## src/verilog/csd_pkg.sv

```systemverilog
// Purpose: Constants and types of the core status datapath
// Assumes: APB slave, 32-bit data, byte addresses
// Notes: Register offsets, status bit positions and command fields
package csd_pkg;
    // Register byte offsets
    localparam logic [7:0] ADDR_STATUS = 8'h00;
    localparam logic [7:0] ADDR_CTRL = 8'h04;
    localparam logic [7:0] ADDR_OPA = 8'h08;
    localparam logic [7:0] ADDR_OPB = 8'h0c;
    localparam logic [7:0] ADDR_CMD = 8'h10;
    localparam logic [7:0] ADDR_RES_LO = 8'h14;
    localparam logic [7:0] ADDR_RES_HI = 8'h18;
    localparam logic [7:0] ADDR_PC = 8'h1c;
    localparam logic [7:0] ADDR_PAGE = 8'h20;
    localparam logic [7:0] ADDR_XMOD = 8'h24;
    localparam logic [7:0] ADDR_YMOD = 8'h28;
    localparam logic [7:0] ADDR_ACCA = 8'h2c;
    localparam logic [7:0] ADDR_ACCB = 8'h30;
    localparam logic [1:0] WREG_WINDOW = 2'h1;
    // Status bit positions
    localparam int ST_OA = 15;
    localparam int ST_OB = 14;
    localparam int ST_SA = 13;
    localparam int ST_SB = 12;
    localparam int ST_SAB = 10;
    localparam int ST_DC = 8;
    localparam int ST_IPL = 5;
    localparam int ST_N = 3;
    localparam int ST_OV = 2;
    localparam int ST_Z = 1;
    localparam int ST_C = 0;
    localparam logic [15:0] STATUS_RESET = 16'h0000;
    // Control bit positions
    localparam int CT_PRIO_MSB = 0;
    localparam int CT_NEST_DIS = 1;
    localparam int CT_PSV_EN = 2;
    localparam int CT_SAT_EN = 3;
    localparam int CT_XMOD_EN = 4;
    localparam int CT_YMOD_EN = 5;
    // Command fields
    localparam int CM_BYTE = 4;
    localparam int CM_A_SIGNED = 5;
    localparam int CM_B_SIGNED = 6;
    localparam int CM_ACC_B = 7;
    localparam int CM_SHAMT = 8;
    localparam int CM_LEFT = 13;
    localparam int CM_LONG = 14;
    // Timing, steps and limits
    localparam logic [4:0] DIV_CYCLES = 5'h13;
    localparam logic [4:0] DIV_STEP_HI = 5'h12;
    localparam logic [4:0] DIV_STEP_LO = 5'h03;
    localparam logic [4:0] SHIFT_MAX = 5'h10;
    localparam logic [22:0] PC_STEP = 23'h00_0002;
    localparam logic [15:0] STACK_FRAME = 16'h0004;
    localparam logic [15:0] WORD_STEP = 16'h0002;
    localparam logic [39:0] SAT_POS = 40'h00_7fff_ffff;
    localparam logic [39:0] SAT_NEG = 40'hff_8000_0000;

    typedef enum logic [3:0] {
        OP_ADD = 4'h0,
        OP_SUB = 4'h1,
        OP_MUL = 4'h2,
        OP_MAC = 4'h3,
        OP_SHIFT = 4'h4,
        OP_DIV = 4'h5,
        OP_AGX = 4'h6,
        OP_AGY = 4'h7,
        OP_BREV = 4'h8,
        OP_REPEAT = 4'h9,
        OP_DO = 4'ha,
        OP_NOP = 4'hf
    } csd_op_t;

    typedef enum logic [0:0] {
        ST_IDLE = 1'b0,
        ST_DIV = 1'b1
    } csd_fsm_t;

    typedef struct packed {
        logic [15:0][15:0] wreg;
        logic [22:0] pc;
        logic [23:0] instr;
        logic [31:0] opa;
        logic [31:0] opb;
        logic [31:0] res_lo;
        logic [31:0] res_hi;
        logic [39:0] acca;
        logic [39:0] accb;
        logic oa;
        logic ob;
        logic sa;
        logic sb;
        logic dc;
        logic n;
        logic ov;
        logic z;
        logic c;
        logic [2:0] ipl;
        logic [5:0] ctrl;
        logic [7:0] page;
        logic [31:0] xmod;
        logic [31:0] ymod;
        logic [15:0] rpt_cnt;
        logic [15:0] do_cnt;
        logic ra;
        logic da;
        csd_fsm_t fsm;
        logic [4:0] div_cnt;
        logic [15:0] rem;
        logic [15:0] quo;
        logic [15:0] dvs;
        logic [15:0] dvd_lo;
        logic q_neg;
        logic r_neg;
        logic pready;
        logic pslverr;
        logic [31:0] prdata;
        logic irq_take;
        logic user_irq_off;
    } csd_state_t;
endpackage

```

## src/verilog/csd_core.sv

```systemverilog
// Purpose: Core status datapath: ALU flags, multiplier, shifter, divider,
//          address generators, program window, loops and status register
// Assumes: APB slave on mclk_in; interrupt request comes from logic on mclk_in
// Notes: Commands are written to the command register and run at once
module csd_core (
    input wire logic mclk_in,
    input wire logic arst_n_in,
    input wire logic psel_in,
    input wire logic penable_in,
    input wire logic pwrite_in,
    input wire logic [7:0] paddr_in,
    input wire logic [31:0] pwdata_in,
    input wire logic irq_req_in,
    input wire logic [2:0] irq_level_in,
    output logic [31:0] prdata_out,
    output logic pready_out,
    output logic pslverr_out,
    output logic irq_take_out,
    output logic user_irq_off_out
);
    csd_pkg::csd_state_t s_r;
    csd_pkg::csd_state_t s_nxt;
    logic [15:0] brev_a;
    logic [15:0] brev_b;
    logic [15:0] brev_sum;
    logic [15:0] brev_ea;

    // Bit reversal of the index and step for reversed-carry addressing
    assign brev_sum = brev_a + brev_b;
    for (genvar i = 0; i < 16; i++) begin : g_brev
        assign brev_a[i] = s_r.opa[15 - i];
        assign brev_b[i] = s_r.opb[15 - i];
        assign brev_ea[i] = brev_sum[15 - i];
    end

    // Next-state logic for the whole block
    always_comb begin
        logic access;
        logic [15:0] status;
        logic [3:0] op;
        logic [15:0] a16;
        logic [15:0] b16;
        logic cin;
        logic [16:0] sum17;
        logic [8:0] sum9;
        logic [4:0] sum5;
        logic [16:0] a17;
        logic [16:0] b17;
        logic [33:0] prod;
        logic [39:0] sh_in;
        logic [39:0] sh_out;
        logic [4:0] shamt;
        logic [39:0] acc;
        logic [39:0] acc_sum;
        logic acc_ovf;
        logic [15:0] ea;
        logic [31:0] mreg;
        logic [31:0] dvd;
        logic [31:0] dvd_mag;
        logic [16:0] trial;
        logic wr_ok;

        s_nxt = s_r;
        access = psel_in & penable_in & ~s_r.pready;
        op = pwdata_in[3:0];
        status = {s_r.oa, s_r.ob, s_r.sa, s_r.sb, s_r.oa | s_r.ob,
                  s_r.sa | s_r.sb, s_r.da, s_r.dc, s_r.ipl, s_r.ra,
                  s_r.n, s_r.ov, s_r.z, s_r.c};
        a16 = s_r.opa[15:0];
        b16 = s_r.opb[15:0];
        cin = 1'b0;
        sum17 = '0;
        sum9 = '0;
        sum5 = '0;
        a17 = '0;
        b17 = '0;
        prod = '0;
        sh_in = '0;
        sh_out = '0;
        shamt = '0;
        acc = '0;
        acc_sum = '0;
        acc_ovf = 1'b0;
        ea = '0;
        mreg = '0;
        dvd = '0;
        dvd_mag = '0;
        trial = '0;
        wr_ok = 1'b0;
        s_nxt.irq_take = 1'b0;

        // Loop counters run beside other operations; the repeat counter holds while the divider runs
        if (s_r.ra && s_r.fsm == csd_pkg::ST_IDLE) begin
            if (s_r.rpt_cnt == 16'h0000) begin
                s_nxt.ra = 1'b0;
            end else begin
                s_nxt.rpt_cnt = s_r.rpt_cnt - 16'h0001;
            end
        end

        if (s_r.da) begin
            if (s_r.do_cnt == 16'h0000) begin
                s_nxt.da = 1'b0;
            end else begin
                s_nxt.do_cnt = s_r.do_cnt - 16'h0001;
            end
        end

        // Interrupt acceptance never disturbs loop or divide state
        if (irq_req_in && !s_r.ctrl[csd_pkg::CT_PRIO_MSB] && !s_r.irq_take &&
            irq_level_in > s_r.ipl) begin
            s_nxt.irq_take = 1'b1;
            s_nxt.wreg[15] = s_r.wreg[15] + csd_pkg::STACK_FRAME;
        end

        // Iterative divide, one quotient bit per cycle
        if (s_r.fsm == csd_pkg::ST_DIV) begin
            s_nxt.div_cnt = s_r.div_cnt - 5'h01;
            if (s_r.div_cnt <= csd_pkg::DIV_STEP_HI && s_r.div_cnt >= csd_pkg::DIV_STEP_LO) begin
                trial = {s_r.rem, s_r.dvd_lo[15]};
                s_nxt.dvd_lo = {s_r.dvd_lo[14:0], 1'b0};
                if (trial >= {1'b0, s_r.dvs}) begin
                    trial = trial - {1'b0, s_r.dvs};
                    s_nxt.quo = {s_r.quo[14:0], 1'b1};
                end else begin
                    s_nxt.quo = {s_r.quo[14:0], 1'b0};
                end
                s_nxt.rem = trial[15:0];
            end

            if (s_r.div_cnt == 5'h01) begin
                s_nxt.fsm = csd_pkg::ST_IDLE;
                s_nxt.ra = 1'b0;
                s_nxt.wreg[0] = s_r.q_neg ? 16'h0000 - s_r.quo : s_r.quo;
                s_nxt.wreg[1] = s_r.r_neg ? 16'h0000 - s_r.rem : s_r.rem;
                s_nxt.res_lo = {16'h0000, s_nxt.wreg[0]};
                s_nxt.res_hi = {16'h0000, s_nxt.wreg[1]};
            end
        end

        // APB access phase: answer one cycle after it opens
        s_nxt.pready = access;
        s_nxt.pslverr = 1'b0;
        if (access) begin
            wr_ok = 1'b1;
            unique case (paddr_in)
                csd_pkg::ADDR_STATUS: s_nxt.prdata = {16'h0000, status};
                csd_pkg::ADDR_CTRL: s_nxt.prdata = {26'h000_0000, s_r.ctrl};
                csd_pkg::ADDR_OPA: s_nxt.prdata = s_r.opa;
                csd_pkg::ADDR_OPB: s_nxt.prdata = s_r.opb;
                csd_pkg::ADDR_CMD: s_nxt.prdata = {8'h00, s_r.instr};
                csd_pkg::ADDR_RES_LO: s_nxt.prdata = s_r.res_lo;
                csd_pkg::ADDR_RES_HI: s_nxt.prdata = s_r.res_hi;
                csd_pkg::ADDR_PC: s_nxt.prdata = {9'h000, s_r.pc};
                csd_pkg::ADDR_PAGE: s_nxt.prdata = {24'h00_0000, s_r.page};
                csd_pkg::ADDR_XMOD: s_nxt.prdata = s_r.xmod;
                csd_pkg::ADDR_YMOD: s_nxt.prdata = s_r.ymod;
                csd_pkg::ADDR_ACCA: s_nxt.prdata = s_r.acca[31:0];
                csd_pkg::ADDR_ACCB: s_nxt.prdata = s_r.accb[31:0];
                default: begin
                    if (paddr_in[7:6] == csd_pkg::WREG_WINDOW && paddr_in[1:0] == 2'h0) begin
                        s_nxt.prdata = {16'h0000, s_r.wreg[paddr_in[5:2]]};
                    end else begin
                        s_nxt.prdata = 32'h0000_0000;
                        s_nxt.pslverr = 1'b1;
                        wr_ok = 1'b0;
                    end
                end
            endcase

            // A command while the divider runs is refused
            if (paddr_in == csd_pkg::ADDR_CMD && pwrite_in &&
                s_r.fsm == csd_pkg::ST_DIV) begin
                s_nxt.pslverr = 1'b1;
                wr_ok = 1'b0;
            end
        end

        // Register writes; hardware flag sets below take precedence
        if (wr_ok && pwrite_in) begin
            unique case (paddr_in)
                csd_pkg::ADDR_STATUS: begin
                    s_nxt.sa = s_r.sa & pwdata_in[csd_pkg::ST_SA] & pwdata_in[csd_pkg::ST_SAB];
                    s_nxt.sb = s_r.sb & pwdata_in[csd_pkg::ST_SB] & pwdata_in[csd_pkg::ST_SAB];
                    s_nxt.dc = pwdata_in[csd_pkg::ST_DC];
                    s_nxt.n = pwdata_in[csd_pkg::ST_N];
                    s_nxt.ov = pwdata_in[csd_pkg::ST_OV];
                    s_nxt.z = pwdata_in[csd_pkg::ST_Z];
                    s_nxt.c = pwdata_in[csd_pkg::ST_C];
                    if (!s_r.ctrl[csd_pkg::CT_NEST_DIS]) begin
                        s_nxt.ipl = pwdata_in[csd_pkg::ST_IPL +: 3];
                    end
                end
                csd_pkg::ADDR_CTRL: s_nxt.ctrl = pwdata_in[5:0];
                csd_pkg::ADDR_OPA: s_nxt.opa = pwdata_in;
                csd_pkg::ADDR_OPB: s_nxt.opb = pwdata_in;
                csd_pkg::ADDR_PC: s_nxt.pc = pwdata_in[22:0];
                csd_pkg::ADDR_PAGE: s_nxt.page = pwdata_in[7:0];
                csd_pkg::ADDR_XMOD: s_nxt.xmod = pwdata_in;
                csd_pkg::ADDR_YMOD: s_nxt.ymod = pwdata_in;
                csd_pkg::ADDR_CMD: s_nxt.instr = pwdata_in[23:0];
                default: begin
                    if (paddr_in[7:6] == csd_pkg::WREG_WINDOW) begin
                        s_nxt.wreg[paddr_in[5:2]] = pwdata_in[15:0];
                    end
                end
            endcase
        end

        // Command execution: every operation but divide ends in one cycle
        if (wr_ok && pwrite_in && paddr_in == csd_pkg::ADDR_CMD) begin
            s_nxt.pc = s_r.pc + csd_pkg::PC_STEP;
            unique case (op)
                csd_pkg::OP_ADD, csd_pkg::OP_SUB: begin
                    if (op == csd_pkg::OP_SUB) begin
                        b16 = ~b16;
                        cin = 1'b1;
                    end
                    sum17 = {1'b0, a16} + {1'b0, b16} + {16'h0000, cin};
                    sum9 = {1'b0, a16[7:0]} + {1'b0, b16[7:0]} + {8'h00, cin};
                    sum5 = {1'b0, a16[3:0]} + {1'b0, b16[3:0]} + {4'h0, cin};
                    s_nxt.res_lo = {16'h0000, sum17[15:0]};
                    if (pwdata_in[csd_pkg::CM_BYTE]) begin
                        s_nxt.dc = sum5[4];
                        s_nxt.c = sum9[8];
                        s_nxt.n = sum9[7];
                        s_nxt.z = sum9[7:0] == 8'h00;
                        s_nxt.ov = (a16[7] == b16[7]) && (sum9[7] != a16[7]);
                    end else begin
                        s_nxt.dc = sum9[8];
                        s_nxt.c = sum17[16];
                        s_nxt.n = sum17[15];
                        s_nxt.z = sum17[15:0] == 16'h0000;
                        s_nxt.ov = (a16[15] == b16[15]) && (sum17[15] != a16[15]);
                    end
                end

                csd_pkg::OP_MUL, csd_pkg::OP_MAC: begin
                    a17 = {pwdata_in[csd_pkg::CM_A_SIGNED] & a16[15], a16};
                    b17 = {pwdata_in[csd_pkg::CM_B_SIGNED] & b16[15], b16};
                    prod = 34'($signed(a17) * $signed(b17));
                    s_nxt.res_lo = prod[31:0];
                    s_nxt.res_hi = {30'h0000_0000, prod[33:32]};
                    if (op == csd_pkg::OP_MAC) begin
                        acc = pwdata_in[csd_pkg::CM_ACC_B] ? s_r.accb : s_r.acca;
                        acc_sum = acc + {{6{prod[33]}}, prod};
                        acc_ovf = ~(&acc_sum[39:31] | ~|acc_sum[39:31]);
                        if (acc_ovf && s_r.ctrl[csd_pkg::CT_SAT_EN]) begin
                            acc_sum = acc_sum[39] ? csd_pkg::SAT_NEG : csd_pkg::SAT_POS;
                        end
                        if (pwdata_in[csd_pkg::CM_ACC_B]) begin
                            s_nxt.accb = acc_sum;
                            s_nxt.ob = acc_ovf & ~s_r.ctrl[csd_pkg::CT_SAT_EN];
                            s_nxt.sb = s_nxt.sb | (acc_ovf & s_r.ctrl[csd_pkg::CT_SAT_EN]);
                        end else begin
                            s_nxt.acca = acc_sum;
                            s_nxt.oa = acc_ovf & ~s_r.ctrl[csd_pkg::CT_SAT_EN];
                            s_nxt.sa = s_nxt.sa | (acc_ovf & s_r.ctrl[csd_pkg::CT_SAT_EN]);
                        end
                    end
                end

                csd_pkg::OP_SHIFT: begin
                    sh_in = {s_r.opb[7:0], s_r.opa};
                    shamt = pwdata_in[csd_pkg::CM_SHAMT +: 5];
                    if (shamt > csd_pkg::SHIFT_MAX) begin
                        shamt = csd_pkg::SHIFT_MAX;
                    end
                    if (pwdata_in[csd_pkg::CM_LEFT]) begin
                        sh_out = sh_in << shamt;
                    end else begin
                        sh_out = $signed(sh_in) >>> shamt;
                    end
                    s_nxt.res_lo = sh_out[31:0];
                    s_nxt.res_hi = {24'h00_0000, sh_out[39:32]};
                end

                csd_pkg::OP_DIV: begin
                    if (pwdata_in[csd_pkg::CM_LONG]) begin
                        dvd = s_r.opa;
                    end else if (pwdata_in[csd_pkg::CM_A_SIGNED]) begin
                        dvd = {{16{a16[15]}}, a16};
                    end else begin
                        dvd = {16'h0000, a16};
                    end
                    dvd_mag = (pwdata_in[csd_pkg::CM_A_SIGNED] && dvd[31]) ? 32'h0000_0000 - dvd : dvd;
                    s_nxt.dvs = (pwdata_in[csd_pkg::CM_A_SIGNED] && b16[15]) ? 16'h0000 - b16 : b16;
                    s_nxt.q_neg = pwdata_in[csd_pkg::CM_A_SIGNED] & (dvd[31] ^ b16[15]);
                    s_nxt.r_neg = pwdata_in[csd_pkg::CM_A_SIGNED] & dvd[31];
                    s_nxt.rem = dvd_mag[31:16];
                    s_nxt.dvd_lo = dvd_mag[15:0];
                    s_nxt.quo = 16'h0000;
                    s_nxt.div_cnt = csd_pkg::DIV_CYCLES;
                    s_nxt.fsm = csd_pkg::ST_DIV;
                    s_nxt.ra = 1'b1;
                    s_nxt.rpt_cnt = 16'h0000;
                end

                csd_pkg::OP_AGX, csd_pkg::OP_AGY: begin
                    ea = a16 + b16;
                    mreg = (op == csd_pkg::OP_AGX) ? s_r.xmod : s_r.ymod;
                    if (ea > mreg[31:16] && ((op == csd_pkg::OP_AGX) ?
                        s_r.ctrl[csd_pkg::CT_XMOD_EN] : s_r.ctrl[csd_pkg::CT_YMOD_EN])) begin
                        ea = ea - mreg[31:16] + mreg[15:0] - csd_pkg::WORD_STEP;
                    end
                    s_nxt.res_lo = {16'h0000, ea};
                    s_nxt.res_hi = 32'h0000_0000;
                    if (op == csd_pkg::OP_AGX && ea[15] && s_r.ctrl[csd_pkg::CT_PSV_EN]) begin
                        s_nxt.res_hi = {9'h000, s_r.page, ea[14:0]};
                    end
                end

                csd_pkg::OP_BREV: s_nxt.res_lo = {16'h0000, brev_ea};

                csd_pkg::OP_REPEAT: begin
                    s_nxt.rpt_cnt = a16;
                    s_nxt.ra = 1'b1;
                end
                csd_pkg::OP_DO: begin
                    s_nxt.do_cnt = a16;
                    s_nxt.da = 1'b1;
                end
                default: s_nxt.res_lo = s_r.res_lo;
            endcase
        end

        s_nxt.user_irq_off = s_nxt.ctrl[csd_pkg::CT_PRIO_MSB];
    end

    // State register
    always_ff @(posedge mclk_in or negedge arst_n_in) begin
        if (!arst_n_in) begin
            s_r <= '0;
        end else begin
            s_r <= s_nxt;
        end
    end

    // Outputs straight from state flops
    assign prdata_out = s_r.prdata;
    assign pready_out = s_r.pready;
    assign pslverr_out = s_r.pslverr;
    assign irq_take_out = s_r.irq_take;
    assign user_irq_off_out = s_r.user_irq_off;
endmodule

```

## config.mk

```make
export PLATFORM = sky130hd
export DESIGN_NAME = csd_core
export DESIGN_NICKNAME = d
export VERILOG_FILES = /design/src/verilog/csd_pkg.sv /design/src/verilog/csd_core.sv
export SDC_FILE = /design/constraint.sdc
export NUM_CORES = 2
export LEC_CHECK = 0
export ABC_AREA = 1
export ABC_CLOCK_PERIOD_IN_PS = 14600
export BUFFER_PORTS_ARGS = -buffer_cell sky130_fd_sc_hd__buf_2
export CORE_ASPECT_RATIO = 0.7
export CORE_MARGIN = 3
export CORE_UTILIZATION = 30
export CTS_CLUSTER_SIZE = 8
export DETAILED_ROUTE_END_ITERATION = 16
export GPL_TIMING_DRIVEN = 0
export HOLD_SLACK_MARGIN = 0.05
export SLEW_MARGIN = 10
export SYNTH_ARGS = -nofsm -noshare
export SYNTH_HDL_FRONTEND = slang
export SYNTH_SLANG_ARGS = --single-unit
export TNS_END_PERCENT = 5
```

## constraint.sdc

```tcl
create_clock -name mclk_in -period 14.6 [get_ports mclk_in]
set_clock_uncertainty 0.15 [all_clocks]
set_input_delay 1.46 -clock mclk_in [delete_from_list [all_inputs] [get_ports mclk_in]]
set_output_delay 1.46 -clock mclk_in [all_outputs]
set_load 0.01 [all_outputs]
```

==> summary.txt <==
Run status
  • Outcome: finished, violations left
  • Failing checks: capacitance limit, slew limit

Timing
  • PnR worst setup slack: 1800 ps
  • Slew margin rel.: -0.00132
  • Period utilization: 0.877
  • Fmax: 78.1 MHz
  • Measured slew at the worst slew-check pin: 1500 ps
  • Unrepaired setup endpoints after global routing: no
  • Final min period: 12,800 ps
  • Final setup vio count: 0
  • Pins over their slew limit: 10
  • Final Hold Viols: 0
  • Hold slack: 325 ps

Detailed routing
  • Post-route ant nets: 0
  • DRC violations left: 0
  • WL/cell: 29.7 um
  • Wirelength, routed: 327,000 um
  • Drt pass-1 iters: 7
  • Starting DRT DRC Count: 9,996
  • DR vias/cell: 5.79
  • Vias: 63,762

Die
  • Core Rows: 136
  • Full die area: 205,000 um2
  • Die height: 380 um
  • Width of the die: 540 um
  • Num ports: 85
  • Initial Utilization: 0.303
  • Core Area: 197,000 um2

Clock network
  • Skew-Pair Late Insertion Delay: 750 ps
  • Post-CTS Resized: 0
  • Setup bufs post-CTS: 0
  • H-tree depth: 3
  • CTS Hold Bufs: 0
  • Root Buffer: clkbuf_16
  • CTS Buffer Depth: 3
  • CTS tree: yes
  • # clock sinks: 742
  • Num CTS Buffers: 104
  • Reg clk slew, reported paths: 50 ps

Layout
  • Final nets: 8,946
  • Layout cells sized above 1: 0.0481
  • Area Growth Syn to Fin: 11.5%

Critical path
  • Arr. time, crit path: 13,310 ps
  • WS Path Type: register to register
  • Critical Path Max Stage Delay: 980 ps
  • Slowest-stage cell, CP: clkbuf_1
  • Crit start category: register
  • Worst path required time: 15,110 ps
  • Critical Path Fanout Max: 10
  • CP dominant cell by count: nand2_1
  • CP endpoint kind: register

Placement
  • Gp weighted congestion: 1.18
  • IO Port Bufs: 80
  • Dpl ws: 1900 ps
  • Post-DP HPWL: 264,000 um

Synthesis
  • Area leader, netlist: dfrtp_1
  • Unique cell type count in the Yosys netlist: 68
  • Mapped Area: 59,900 um2
  • Top-area cell type share of the netlist area: 0.310
  • Syn Inst Count: 8,145
  • Most frequent cell after synthesis: nand2_1
  • Most frequent cells after synthesis: nand2_1, inv_1, o21ai_0, dfrtp_1
  • Synth top area cells: dfrtp_1, nand2_1, fa_1, o21ai_0, inv_1
  • EDFF count, synth: 0
  • Top FF cell, synth: dfrtp_1
  • Sequential element share of the synthesized area: 0.310
  • Syn Nets: 8,745
  • FFs w/ async S/R, synth: 1.00
  • Synthesized flop and latch total: 742
  • Syn_area_per_cell: 7.35 um2
  • Synth Warn #: 0

Power and ir drop
  • Peak supply drop: 0.102 mV
  • Switch Pwr: 2.15 mW
  • Sequential share of power: 0.403
  • Clock network power share: 0.373
  • Power, Total: 6.08 mW
  • Pwr dens: 91.1 nW/um2
  • Comb pwr share: 0.224
  • Switching share of power: 0.354
  • Leakage dissipation: 32.5 nW
  • Internal power of the cells: 3.93 mW

Global routing
  • First-pass GRT wire length: 451,000 um
  • Vias in the first global route: 58,010
  • Initial antenna violation count: 38
  • Total grt overflow: 0
  • Total GRT Usage: 0.307
  • Largest net degree at the start of global routing: 111

Flow run
  • Max-Cap Viols: 1

Min path
  • Hold Path Class: register to register
## through the flow
| step | setup TNS, ps | std cells | cell area, um2 | utilization |
|---|---|---|---|---|
| after CTS | 0 | 10978 | 66700 | 0.338 |
| after detailed placement | 0 | 10861 | 63800 | 0.323 |
| after global routing | 0 | 10980 | 66700 | 0.338 |
| final | 0 | 11004 | 66700 | 0.338 |
| after global placement | -3224780 | 10847 | 63600 | 0.322 |
| after floorplan | 0 | 8145 | 59900 | - |
## cells in the final DEF, fill, tap and decap left out, types with 25 or more instances in the layout
| cell | netlist | layout |
|---|---|---|
| a21oi_1 | 410 | 410 |
| a221oi_1 | 56 | 56 |
| a22oi_1 | 145 | 145 |
| a31oi_1 | 54 | 54 |
| buf_1 | 37 | 36 |
| buf_2 | 33 | 114 |
| buf_4 | 36 | 38 |
| clkbuf_1 | 366 | 356 |
| clkbuf_16 | 0 | 104 |
| dfrtp_1 | 742 | 742 |
| diode_2 | 0 | 25 |
| fa_1 | 316 | 316 |
| ha_1 | 235 | 235 |
| inv_1 | 1116 | 1116 |
| inv_2 | 28 | 28 |
| mux2i_1 | 27 | 27 |
| nand2_1 | 2135 | 2135 |
| nand3_1 | 260 | 260 |
| nand4_1 | 45 | 45 |
| nor2_1 | 410 | 410 |
| nor3_1 | 59 | 59 |
| o211ai_1 | 57 | 57 |
| o21ai_0 | 956 | 952 |
| o21ai_1 | 30 | 34 |
| o221ai_1 | 39 | 39 |
| o22ai_1 | 63 | 63 |
| xnor2_1 | 50 | 50 |
| xor2_1 | 163 | 163 |
## registers in the layout, summed over array words and instances (netlist names)
name          cells
s_r             675
prdata_out       32
brev_a           16
brev_b           16
irq_take_out      1
pready_out        1
pslverr_out       1
## power by group through the flow
stage                     clock network (mW)  logic [mW]  registers, mW
after floorplan                            0       0.825           2.39
after global placement                     0        1.28           2.47
after detailed placement                   0        1.30           2.47
after CTS                               2.26        1.30           2.43
after global routing                    2.35        1.48           2.46
final                                   2.27        1.36           2.45
## layer usage
| metal | share of wire | vias to the layer above | track usage | wire (um) |
|---|---|---|---|---|
| met4 | 0.033 | 22 | 0.0902 | 10700 |
| met2 | 0.35 | 4708 | 0.367 | 115000 |
| li1 | - | 26867 | - | - |
| met5 | 0.0013 | - | 0.0125 | 438 |
| met3 | 0.18 | 561 | 0.178 | 59400 |
| met1 | 0.43 | 31604 | 0.448 | 142000 |
## cell families (layout without fill, tap and decap cells)
| group | after synthesis | after routing | synth area share |
|---|---|---|---|
| DFF | 742 | 742 | 0.310 |
| xor gates and xnor gates | 213 | 213 | 0.0312 |
| and+or+nand+nor | 3021 | 3021 | 0.205 |
| adders and majority gates | 551 | 551 | 0.155 |
| muxes | 30 | 30 | 0.00508 |
| AOI/OAI and AO/OA | 1959 | 1959 | 0.189 |
| other | 0 | 25 | 0 |
| buffers and inverters | 1629 | 1841 | 0.105 |
## final cells by class
type,instances,area (um2)
antenna,25,62.6
buffer,474,1990
clock buffer,109,2640
clock inverter,8,183
fill,21151,131000
inverter,1155,4340
multi-input combinational,5774,35000
sequential,742,18600
tap,2622,3280
timing repair buffer,95,679
## worst max-delay path: cells and delay by family (launching register included)
kind / cells / cell delay (ps)
AOI/OAI and AO/OA: 10 / 2370
xor gates and xnor gates: 1 / 780
adders and majority gates: 8 / 3920
buffers and inverters: 7 / 2250
DFF: 1 / 850
and+or+nand+nor: 17 / 2420
## path summary, 6_finish.rpt
path / startpoint / end / slack [ps] / cells past startpoint
setup / recovery: brev_a[5]$_DFFE_PN0P_ / s_r[228]$_DFF_PN0_ / 1800 / 43
hold / removal: s_r[305]$_DFFE_PN0P_ / s_r[305]$_DFFE_PN0P_ / 330 / 2
setup reg to reg: brev_a[5]$_DFFE_PN0P_ / s_r[228]$_DFF_PN0_ / 1800 / 43
hold reg to reg: s_r[305]$_DFFE_PN0P_ / s_r[305]$_DFFE_PN0P_ / 330 / 2
max in group asynchronous: arst_n_in / s_r[124]$_DFF_PN0_ / 11290 / 5
min in group asynchronous: arst_n_in / s_r[590]$_DFFE_PN0P_ / 580 / 1
(Power assumes the default switching activity.)
